$ cat config.mk
export PLATFORM = sky130hd
export DESIGN_NAME = obc_option_byte_config_decoder
export DESIGN_NICKNAME = d
export VERILOG_FILES = /design/src/core/obc_pkg.sv /design/src/core/obc_option_byte_config_decoder.sv
export SDC_FILE = /design/constraint.sdc
export NUM_CORES = 1
export LEC_CHECK = 0
export ABC_AREA = 1
export ABC_CLOCK_PERIOD_IN_PS = 1900
export BUFFER_PORTS_ARGS = -buffer_cell sky130_fd_sc_hd__buf_2
export CORE_ASPECT_RATIO = 0.6
export CORE_UTILIZATION = 30
export DETAILED_ROUTE_END_ITERATION = 10
export SYNTH_ARGS = -nofsm -noshare
export SYNTH_HDL_FRONTEND = slang
export SYNTH_SLANG_ARGS = --single-unit
$ cat constraint.sdc
create_clock -name ref_clk -period 1.9 [get_ports ref_clk]
set_clock_uncertainty 0.15 [all_clocks]
set_input_delay 0.19 -clock ref_clk [delete_from_list [all_inputs] [get_ports ref_clk]]
set_output_delay 0.19 -clock ref_clk [all_outputs]
set_load 0.01 [all_outputs]
$ cat src/core/obc_pkg.sv
package obc_pkg;
   localparam int OBC_BYTE_W = 8;
   localparam logic [7:0] OBC_ERASED = 8'hFF;
   localparam int OBC_SEL_W = 1;
   localparam logic OBC_SEL_BYTE0 = 1'h0;
   localparam logic OBC_SEL_BYTE1 = 1'h1;
   localparam int OBC_B0_IRQMAP = 1;
   localparam int OBC_B0_PROTECT = 0;
   localparam int OBC_B1_CF_OFF = 7;
   localparam int OBC_B1_OSC_HI = 6;
   localparam int OBC_B1_OSC_LO = 4;
   localparam int OBC_B1_LVD_HI = 3;
   localparam int OBC_B1_LVD_LO = 2;
   localparam int OBC_B1_WATCHDOG_HALT_RESET = 1;
   localparam int OBC_B1_WATCHDOG_SOFTWARE_MODE = 0;
   localparam logic [5:0] OBC_B0_RSVD = 6'h3F;
   localparam logic [2:0] OBC_OSC_EXT_CLK = 3'h7;
   localparam logic [2:0] OBC_OSC_INT_RC = 3'h6;
   localparam logic [1:0] OBC_OSC_EXT_RC_HI = 2'h2;
   localparam logic [2:0] OBC_OSC_LP = 3'h3;
   localparam logic [2:0] OBC_OSC_MP = 3'h2;
   localparam logic [2:0] OBC_OSC_MS = 3'h1;
   localparam logic [2:0] OBC_OSC_HS = 3'h0;
   localparam logic [1:0] OBC_LVD_OFF = 2'h3;
   localparam logic [1:0] OBC_LVD_HIGH = 2'h2;
   localparam logic [1:0] OBC_LVD_MED = 2'h1;
   localparam logic [1:0] OBC_LVD_LOW = 2'h0;
   typedef enum logic [2:0] {
      OBC_CLK_EXT, OBC_CLK_INT_RC, OBC_CLK_EXT_RC, OBC_CLK_LP, OBC_CLK_MP, OBC_CLK_MS,
      OBC_CLK_HS
   } obc_clk_src_t;
   typedef enum logic [1:0] {OBC_LV_OFF, OBC_LV_HIGH, OBC_LV_MED, OBC_LV_LOW} obc_lvd_t;
endpackage : obc_pkg

$ cat src/core/obc_option_byte_config_decoder.sv
`timescale 1ns/100ps
// Overview of operation
// - option bytes reachable only in programming mode
// - unprogrammed bytes read back as FFh
// - map bit routes port B,C to vector one
// - otherwise port C shares vector zero with A
// - protect bit blocks external program memory reads
// - clearing protect erases program memory, not options
// - byte1 bit7 low enables clock filter
// - byte1 bits6:4 select main oscillator
// - byte1 bits3:2 select low-voltage threshold
// - byte1 bit1 requests reset on watchdog halt
// - byte1 bit0 picks hardware or software watchdog
// - rom variant uses fixed factory option values
module obc_option_byte_config_decoder
   import obc_pkg::*;
#(
   parameter bit ROM_VARIANT = 1'b0,
   parameter logic [7:0] ROM_BYTE0 = 8'hFE,
   parameter logic [7:0] ROM_BYTE1 = 8'hEF
) (
   input wire logic ref_clk,
   input wire logic resetn,
   input wire logic prog_mode,
   input wire logic prog_sel,
   input wire logic prog_wr,
   input wire logic [7:0] prog_wdata,
   output logic [7:0] prog_rdata,
   output logic prog_rvalid,
   input wire logic [7:0] port_a_irq,
   input wire logic [7:0] port_b_irq,
   input wire logic [5:0] port_c_irq,
   output logic ext_irq_vector_zero,
   output logic ext_irq_vector_one,
   input wire logic ext_mem_read_req,
   output logic ext_mem_read_grant,
   output logic mem_erase_req,
   output logic clock_filter_enable,
   output obc_clk_src_t oscillator_select,
   output obc_lvd_t low_voltage_threshold_select,
   output logic watchdog_halt_reset,
   output logic watchdog_hw_always_on
);
   // factory bytes must keep the reserved bits high, as a programmed part would
   if (ROM_VARIANT && ROM_BYTE0[7:2] != OBC_B0_RSVD) begin : g_bad_rom_byte0
      $error("rom byte 0 reserved bits must be ones");
   end

   logic rst_meta_reg;
   logic rst_sync_reg;
   logic [1:0] mode_sync_reg;
   logic [1:0] sel_sync_reg;
   logic [1:0] wr_sync_reg;
   logic wr_prev_reg;
   // data bus is not gray coded: the tool must hold it steady before the strobe
   logic [7:0] wdata_s1_reg;
   logic [7:0] wdata_s2_reg;
   logic [7:0] user_option_byte_zero_reg;
   logic [7:0] user_option_byte_one_reg;
   logic [7:0] byte0;
   logic [7:0] byte1;
   logic wr_pulse;
   logic prog_active;

   // one decode of the select pin shared by write, erase and read paths
   function automatic logic obc_is_byte0(input logic sel);
      return sel == OBC_SEL_BYTE0;
   endfunction : obc_is_byte0

   // 10x is tested first since a plain case item cannot hold a don't-care
   function automatic obc_clk_src_t obc_osc_decode(input logic [2:0] code);
      if (code[2:1] == OBC_OSC_EXT_RC_HI)
         return OBC_CLK_EXT_RC;
      case (code)
         OBC_OSC_EXT_CLK: return OBC_CLK_EXT;
         OBC_OSC_INT_RC: return OBC_CLK_INT_RC;
         OBC_OSC_LP: return OBC_CLK_LP;
         OBC_OSC_MP: return OBC_CLK_MP;
         OBC_OSC_MS: return OBC_CLK_MS;
         OBC_OSC_HS: return OBC_CLK_HS;
         // unreachable; external clock is the blank-part choice
         default: return OBC_CLK_EXT;
      endcase
   endfunction : obc_osc_decode

   function automatic obc_lvd_t obc_lvd_decode(input logic [1:0] code);
      case (code)
         OBC_LVD_OFF: return OBC_LV_OFF;
         OBC_LVD_HIGH: return OBC_LV_HIGH;
         OBC_LVD_MED: return OBC_LV_MED;
         OBC_LVD_LOW: return OBC_LV_LOW;
         default: return OBC_LV_OFF;
      endcase
   endfunction : obc_lvd_decode

   always_ff @(posedge ref_clk or negedge resetn) begin
      if (!resetn) begin
         rst_meta_reg <= 1'b0;
         rst_sync_reg <= 1'b0;
      end else begin
         rst_meta_reg <= 1'b1;
         rst_sync_reg <= rst_meta_reg;
      end
   end

   // pins from the programming tool are asynchronous to ref_clk
   always_ff @(posedge ref_clk or negedge rst_sync_reg) begin
      if (!rst_sync_reg) begin
         mode_sync_reg <= 2'h0;
         sel_sync_reg <= 2'h0;
         wr_sync_reg <= 2'h0;
         wr_prev_reg <= 1'b0;
         wdata_s1_reg <= 8'h00;
         wdata_s2_reg <= 8'h00;
      end else begin
         mode_sync_reg <= {mode_sync_reg[0], prog_mode};
         sel_sync_reg <= {sel_sync_reg[0], prog_sel};
         wr_sync_reg <= {wr_sync_reg[0], prog_wr};
         wr_prev_reg <= wr_sync_reg[1];
         wdata_s1_reg <= prog_wdata;
         wdata_s2_reg <= wdata_s1_reg;
      end
   end

   // rom parts ignore the tool entirely, so the port stays shut there
   assign prog_active = mode_sync_reg[1] && !ROM_VARIANT;
   assign wr_pulse = wr_sync_reg[1] && !wr_prev_reg && prog_active;

   // non-volatile content modelled as flops; reset stands for a blank array
   always_ff @(posedge ref_clk or negedge rst_sync_reg) begin
      if (!rst_sync_reg) begin
         user_option_byte_zero_reg <= OBC_ERASED;
         user_option_byte_one_reg <= OBC_ERASED;
      end else if (wr_pulse) begin
         if (obc_is_byte0(sel_sync_reg[1]))
            // reserved bits forced high so a careless tool cannot clear them
            user_option_byte_zero_reg <= {OBC_B0_RSVD, wdata_s2_reg[1:0]};
         else
            user_option_byte_one_reg <= wdata_s2_reg;
      end
   end

   // erase requested when the protect bit goes from set to clear
   always_ff @(posedge ref_clk or negedge rst_sync_reg) begin
      if (!rst_sync_reg)
         mem_erase_req <= 1'b0;
      else
         mem_erase_req <= wr_pulse && obc_is_byte0(sel_sync_reg[1])
            && user_option_byte_zero_reg[OBC_B0_PROTECT] && !wdata_s2_reg[OBC_B0_PROTECT];
   end

   assign byte0 = ROM_VARIANT ? ROM_BYTE0 : user_option_byte_zero_reg;
   assign byte1 = ROM_VARIANT ? ROM_BYTE1 : user_option_byte_one_reg;

   always_ff @(posedge ref_clk or negedge rst_sync_reg) begin
      if (!rst_sync_reg) begin
         prog_rdata <= 8'h00;
         prog_rvalid <= 1'b0;
      end else begin
         prog_rvalid <= prog_active;
         if (!prog_active)
            prog_rdata <= 8'h00;
         else if (obc_is_byte0(sel_sync_reg[1]))
            prog_rdata <= byte0;
         else
            prog_rdata <= byte1;
      end
   end

   // irq lines registered: one cycle of latency traded for glitch-free vectors
   always_ff @(posedge ref_clk or negedge rst_sync_reg) begin
      if (!rst_sync_reg) begin
         ext_irq_vector_zero <= 1'b0;
         ext_irq_vector_one <= 1'b0;
         ext_mem_read_grant <= 1'b0;
         clock_filter_enable <= 1'b0;
         watchdog_halt_reset <= 1'b1;
         watchdog_hw_always_on <= 1'b0;
      end else begin
         if (byte0[OBC_B0_IRQMAP]) begin
            ext_irq_vector_one <= |port_b_irq || |port_c_irq;
            ext_irq_vector_zero <= |port_a_irq;
         end else begin
            ext_irq_vector_one <= |port_b_irq;
            ext_irq_vector_zero <= |port_a_irq || |port_c_irq;
         end
         ext_mem_read_grant <= ext_mem_read_req && !byte0[OBC_B0_PROTECT];
         clock_filter_enable <= !byte1[OBC_B1_CF_OFF];
         watchdog_halt_reset <= byte1[OBC_B1_WATCHDOG_HALT_RESET];
         watchdog_hw_always_on <= !byte1[OBC_B1_WATCHDOG_SOFTWARE_MODE];
      end
   end

   always_ff @(posedge ref_clk or negedge rst_sync_reg) begin
      if (!rst_sync_reg)
         oscillator_select <= OBC_CLK_EXT;
      else
         oscillator_select <= obc_osc_decode(byte1[OBC_B1_OSC_HI:OBC_B1_OSC_LO]);
   end

   always_ff @(posedge ref_clk or negedge rst_sync_reg) begin
      if (!rst_sync_reg)
         low_voltage_threshold_select <= OBC_LV_OFF;
      else
         low_voltage_threshold_select <= obc_lvd_decode(byte1[OBC_B1_LVD_HI:OBC_B1_LVD_LO]);
   end
endmodule : obc_option_byte_config_decoder

Yosys cells after proc, flatten, opt, wreduce, memory -nomap -nowiden
Cells that the tools add are included.

Add/sub/neg operators: 0. $mul: 0. Div/mod/pow operators: 0. $lt $le $gt $ge: 0. Equal/unequal tests: 8. Shift-type cells: 0. Multiplexer cells: 9. Bitwise gates (word level): 1. Reduce and logical (&&, ||, !) cells: 20.

Operators with widths (number): 2-to-1 mux 8 bit (2); OR reduction 8 bit (2); one-hot mux 3 bit (5 select lines) (1); one-hot mux 2 bit (4 select lines) (1); == test 2 bit (second input constant) (3); == test 3 x 2 -> 1 bit (second input constant) (2); logical AND 1 bit (6); 2-to-1 mux 3 bit (2); OR reduction 6 bit (1); logical NOT 1 bit (5); AND reduction 2 bit (2); == test 3 x 1 -> 1 bit (second input constant) (1); == test 3 bit (second input constant) (1); logical NOT 3 bit (1); 2-to-1 mux 1 bit (3); == test 2 x 1 -> 1 bit (second input constant) (1); logical NOT 2 bit (1); logical OR 1 bit (2); inverter 1 bit (1).

Flip-flop bits (word level): 56. Latch bits: 0. Bits in writable memories: 0. Bits in read-only memories: 0. Input bits: 36. Output and inout port bits: 21. Word-level logic and storage cells: 59. Memories kept: 0.

Longest topological paths before layout
Word-level depth: 6. Mapped depth: 5. Gate-level depth less buffers: 5.

Least setup slack after synthesis
Ideal clock, no wire load.

Path kind: reg2reg. Start: register mode_sync_reg[1]. End: register user_option_byte_zero_reg[0] (netlist: byte0[0]). Library setup time: 0.060 ns. Arrival time: 0.809 ns. Required time: 1.690 ns. Slack: 0.881 ns. Cell stages (with the launch flop): 6. Buffers on the path: 1. Period minus slack after synthesis: 1.019 ns. Cells stage by stage: dfrtp_1 -> nand2_2 -> nor2_4 -> buf_6 -> nand3_1 -> nand2_1.

Word-level cells in the longest chain between the ends: 2.

Ends and longest elaborated chain: from (decl) (line obc_option_byte_config_decoder.sv:51) `logic [1:0] mode_sync_reg;`; from (signal assigned) (line obc_option_byte_config_decoder.sv:116) `mode_sync_reg <= {mode_sync_reg[0], prog_mode};`; logical AND 1 bit (line obc_option_byte_config_decoder.sv:127) `assign wr_pulse = wr_sync_reg[1] && !wr_prev_reg && prog_active;`; AND reduction 2 bit (no line); to (signal assigned) (line obc_option_byte_config_decoder.sv:137) `user_option_byte_zero_reg <= {OBC_B0_RSVD, wdata_s2_reg[1:0]};`; to (decl) (line obc_option_byte_config_decoder.sv:58) `logic [7:0] user_option_byte_zero_reg;`.

Every way passes these cells. A chain may end at the register's enable or synchronous reset.

Final worst setup path
Start: input port_b_irq[4]. End: register ext_irq_vector_one.

Word-level cells in the longest chain between the ends: 3.

Ends and longest elaborated chain: from (decl) (line obc_option_byte_config_decoder.sv:31) `input wire logic [7:0] port_b_irq,`; OR reduction 8 bit * (line obc_option_byte_config_decoder.sv:181, obc_option_byte_config_decoder.sv:184); logical OR 1 bit (line obc_option_byte_config_decoder.sv:181) `ext_irq_vector_one <= |port_b_irq || |port_c_irq;`; 2-to-1 mux 1 bit * (line obc_option_byte_config_decoder.sv:180) `if (byte0[OBC_B0_IRQMAP]) begin`; to (signal assigned) (line obc_option_byte_config_decoder.sv:181); to (signal assigned) (line obc_option_byte_config_decoder.sv:184) `ext_irq_vector_one <= |port_b_irq;`; to (decl) (line obc_option_byte_config_decoder.sv:34) `output logic ext_irq_vector_one,`.

Every way passes the cells marked *; elsewhere a longest branch is shown, timed or not.

==> flow_summary.yaml <==
clock_tree:
  h-tree-depth: 2
  clockRootBuffer: "clkbuf_8"
  clk_pin_slew_ns: 0.09
  cts.sink_count: 56
  cts_buffers: 5
  cts_tree: "done"
  post_cts_resized: 0
  clock_latency_ns: 0.30
  clk_path_buf_depth: 2
timing:
  max_slew.worst_pin.slew_ns: 0.574
  max_slew_margin_pct: 61.7
  rsz0062_at_grt: "no"
  tns_ns: 0
  min_period_over_period_pct: 85.8
  hold_viol: 0
  drv_slew: 0
  min_period_ns: 1.63
  setup_viol: 0
  clock.fmax_mhz: 614
worst_setup_path:
  critPathKind: "primary input to flip-flop"
  required_ns: 1.95
  worstPathArrival_ns: 1.68
  slowest_stage: "dlygate4sd3_1"
  crit_path_start_kind: "primary input"
  path_max_fanout: 1
  worstPathCellList: "dlygate4sd3_1 -> buf_2 -> nor2_1 -> dlygate4sd3_1 -> nand2_1 -> nor2_1 -> nand2_1"
  cp_slowest_stage_delay_ns: 0.56
  end_kind: "flip-flop"
  crit_family: "buffers and inverters"
  path_buf_inv: 3
place:
  port_buffers: 56
  place_area_sq_um: 2190
  gp_congestion: 0.734
  hpwlAfterDp_um: 2210
floorplan:
  die_x_um: 103
  coreArea_sq_um: 5700
  dieArea_sq_um: 6400
  die_h_um: 62.4
  rows: 21
  initial_core_util_pct: 32.0
  io_pins: 57
outcome:
  run_status: "finished, final reports clean"
grt:
  antenna_found_initial: 0
  grt_max_degree: 37
  grt_pass1_wl_um: 5280
  grtUsageTotal_pct: 11.0
  grt_pass1_vias: 1184
  grt_overflow: 0
drt:
  num_vias: 1228
  firstDrtPassIters: 4
  final_antenna_net_count: 0
  wl_um: 3230
  drc: 0
  drt_iter0_markers: 25
  routed_via_density: 3.94
  wl_per_cell_um: 10.4
logic_synthesis:
  synth_top_family_by_area: "simple AND/OR/NAND/NOR gates"
  syn-instance-count: 146
  synthDistinctLibCells: 15
  muxShareOfSynthArea_pct: 0
  synth.yosys.seq_area_share_pct: 77.7
  synth-adder-area-share_pct: 0
  ys.warnings.count: 0
  synth-simple-area-share_pct: 14.3
  ys_seq_elements: 56
  syn-cell-area_sq_um: 1820
  avgSynthCellArea_sq_um: 12.5
  synth_nets: 182
  synth_xor_xnor_area_share_pct: 0
  synth-compound-area-share_pct: 3.71
cells_and_area:
  layout-drive-gt1-share_pct: 34.9
  final_cell_area_sq_um: 2550
  final_common_cell: "buf_2"
  fin_nets: 267
  syn2layout_area_growth_pct: 39.8
  antenna_cells: 0
  layout_common_cells: "buf_2 (56), dfrtp_1 (44), nand2_1 (32)"
  fillers: 551
power_and_ir_drop:
  power_density_nw_per_um2: 971
  ir_worst_vdd_v: 0.000343
  p_leak_uw: 0.00124
  power_uw: 2470
min_path:
  hold_class: "primary input to flip-flop"
run:
  drv_cap: 0
## power by group
group	switching, uW	internal (uW)
clock	369	397
sequential	71.4	1350
combinational	146	142
total	586	1890
## worst reg2reg max path, cell delays in order, from the launching register on
cell	delay, ns
dfrtp_1	0.72
inv_2	0.14
o21ai_1	0.15
a21oi_1	0.05
## stage by stage
step	util, %	worst slack [ns]	cells	hold slack (ns)
floorplan	-	0.0948	146	-0.256
global placement	38.4	0.616	280	-0.171
detailed placement	38.4	0.592	280	-0.173
CTS	44.7	0.291	312	0.00307
global route	44.7	0.186	312	0.0231
finish	44.7	0.271	312	0.0106
## area by class of cell
| class | count | area [sq um] | share of cell area (%) |
|---|---|---|---|
| Clock buffer | 5 | 68.8 | 2.70 |
| Clock inverter | 3 | 47.5 | 1.87 |
| Inverter | 11 | 41.3 | 1.62 |
| Multi-Input combinational cell | 76 | 332 | 13.0 |
| Sequential cell | 56 | 1420 | 55.6 |
| Tap cell | 80 | 100 | 3.93 |
| Timing Repair Buffer | 81 | 541 | 21.2 |
## per-layer routing
layer	vias to the layer above	track usage, %	share of wire [%]
li1	622	-	-
met1	559	15.0	51
met2	40	15.7	41
met3	7	3.83	6.3
met4	0	4.82	1.6
met5	-	0	0
## kinds of logic (layout without fill, tap and decap cells)
logic type	Yosys count	in the layout
simple gates	62	62
flops	56	56
buf+inv	14	100
compound gates	13	13
other cells	1	1
## timing repair
item / CTS / global route
endpoints found under the setup margin: 0 / 0
buffers inserted: 0 / 0
hold endpoints to repair: 16 / 0
hold buffers: 24 / 0
## synthesized netlist by cell type
library cell | instances | area share [%]
inv_1 | 10 | 2.1
nand3_1 | 12 | 3.3
o21ai_1 | 1 | 0.27
nand2_1 | 32 | 6.6
o21ai_0 | 2 | 0.55
a21boi_1 | 1 | 0.41
dfstp_2 | 11 | 16
nor2_1 | 15 | 3.1
inv_2 | 1 | 0.21
nand2_2 | 2 | 0.69
a21oi_1 | 9 | 2.5
dfrtp_1 | 45 | 62
conb_1 | 1 | 0.21
buf_6 | 3 | 1.9
nor2_4 | 1 | 0.62
## worst paths after layout
kind	end	cells after the start	slack (ns)	from
worst min-delay path	ext_irq_vector_one$_DFF_PN0_	5	0.01	port_b_irq[7]
worst max register to register	prog_rdata[1]$_DFF_PN0_	3	0.59	sel_sync_reg[1]$_DFF_PN0_
min in group asynchronous	rst_sync_reg$_DFF_PN0_	2	0.03	resetn
worst max-delay path	ext_irq_vector_one$_DFF_PN0_	7	0.27	port_b_irq[4]
worst min register to register	wdata_s1_reg[1]$_DFF_PN0_	0	0.05	rst_sync_reg$_DFF_PN0_
max in group asynchronous	watchdog_halt_reset$_DFF_PN1_	1	0.97	rst_sync_reg$_DFF_PN0_
Power figures use the tool's default switching activity.
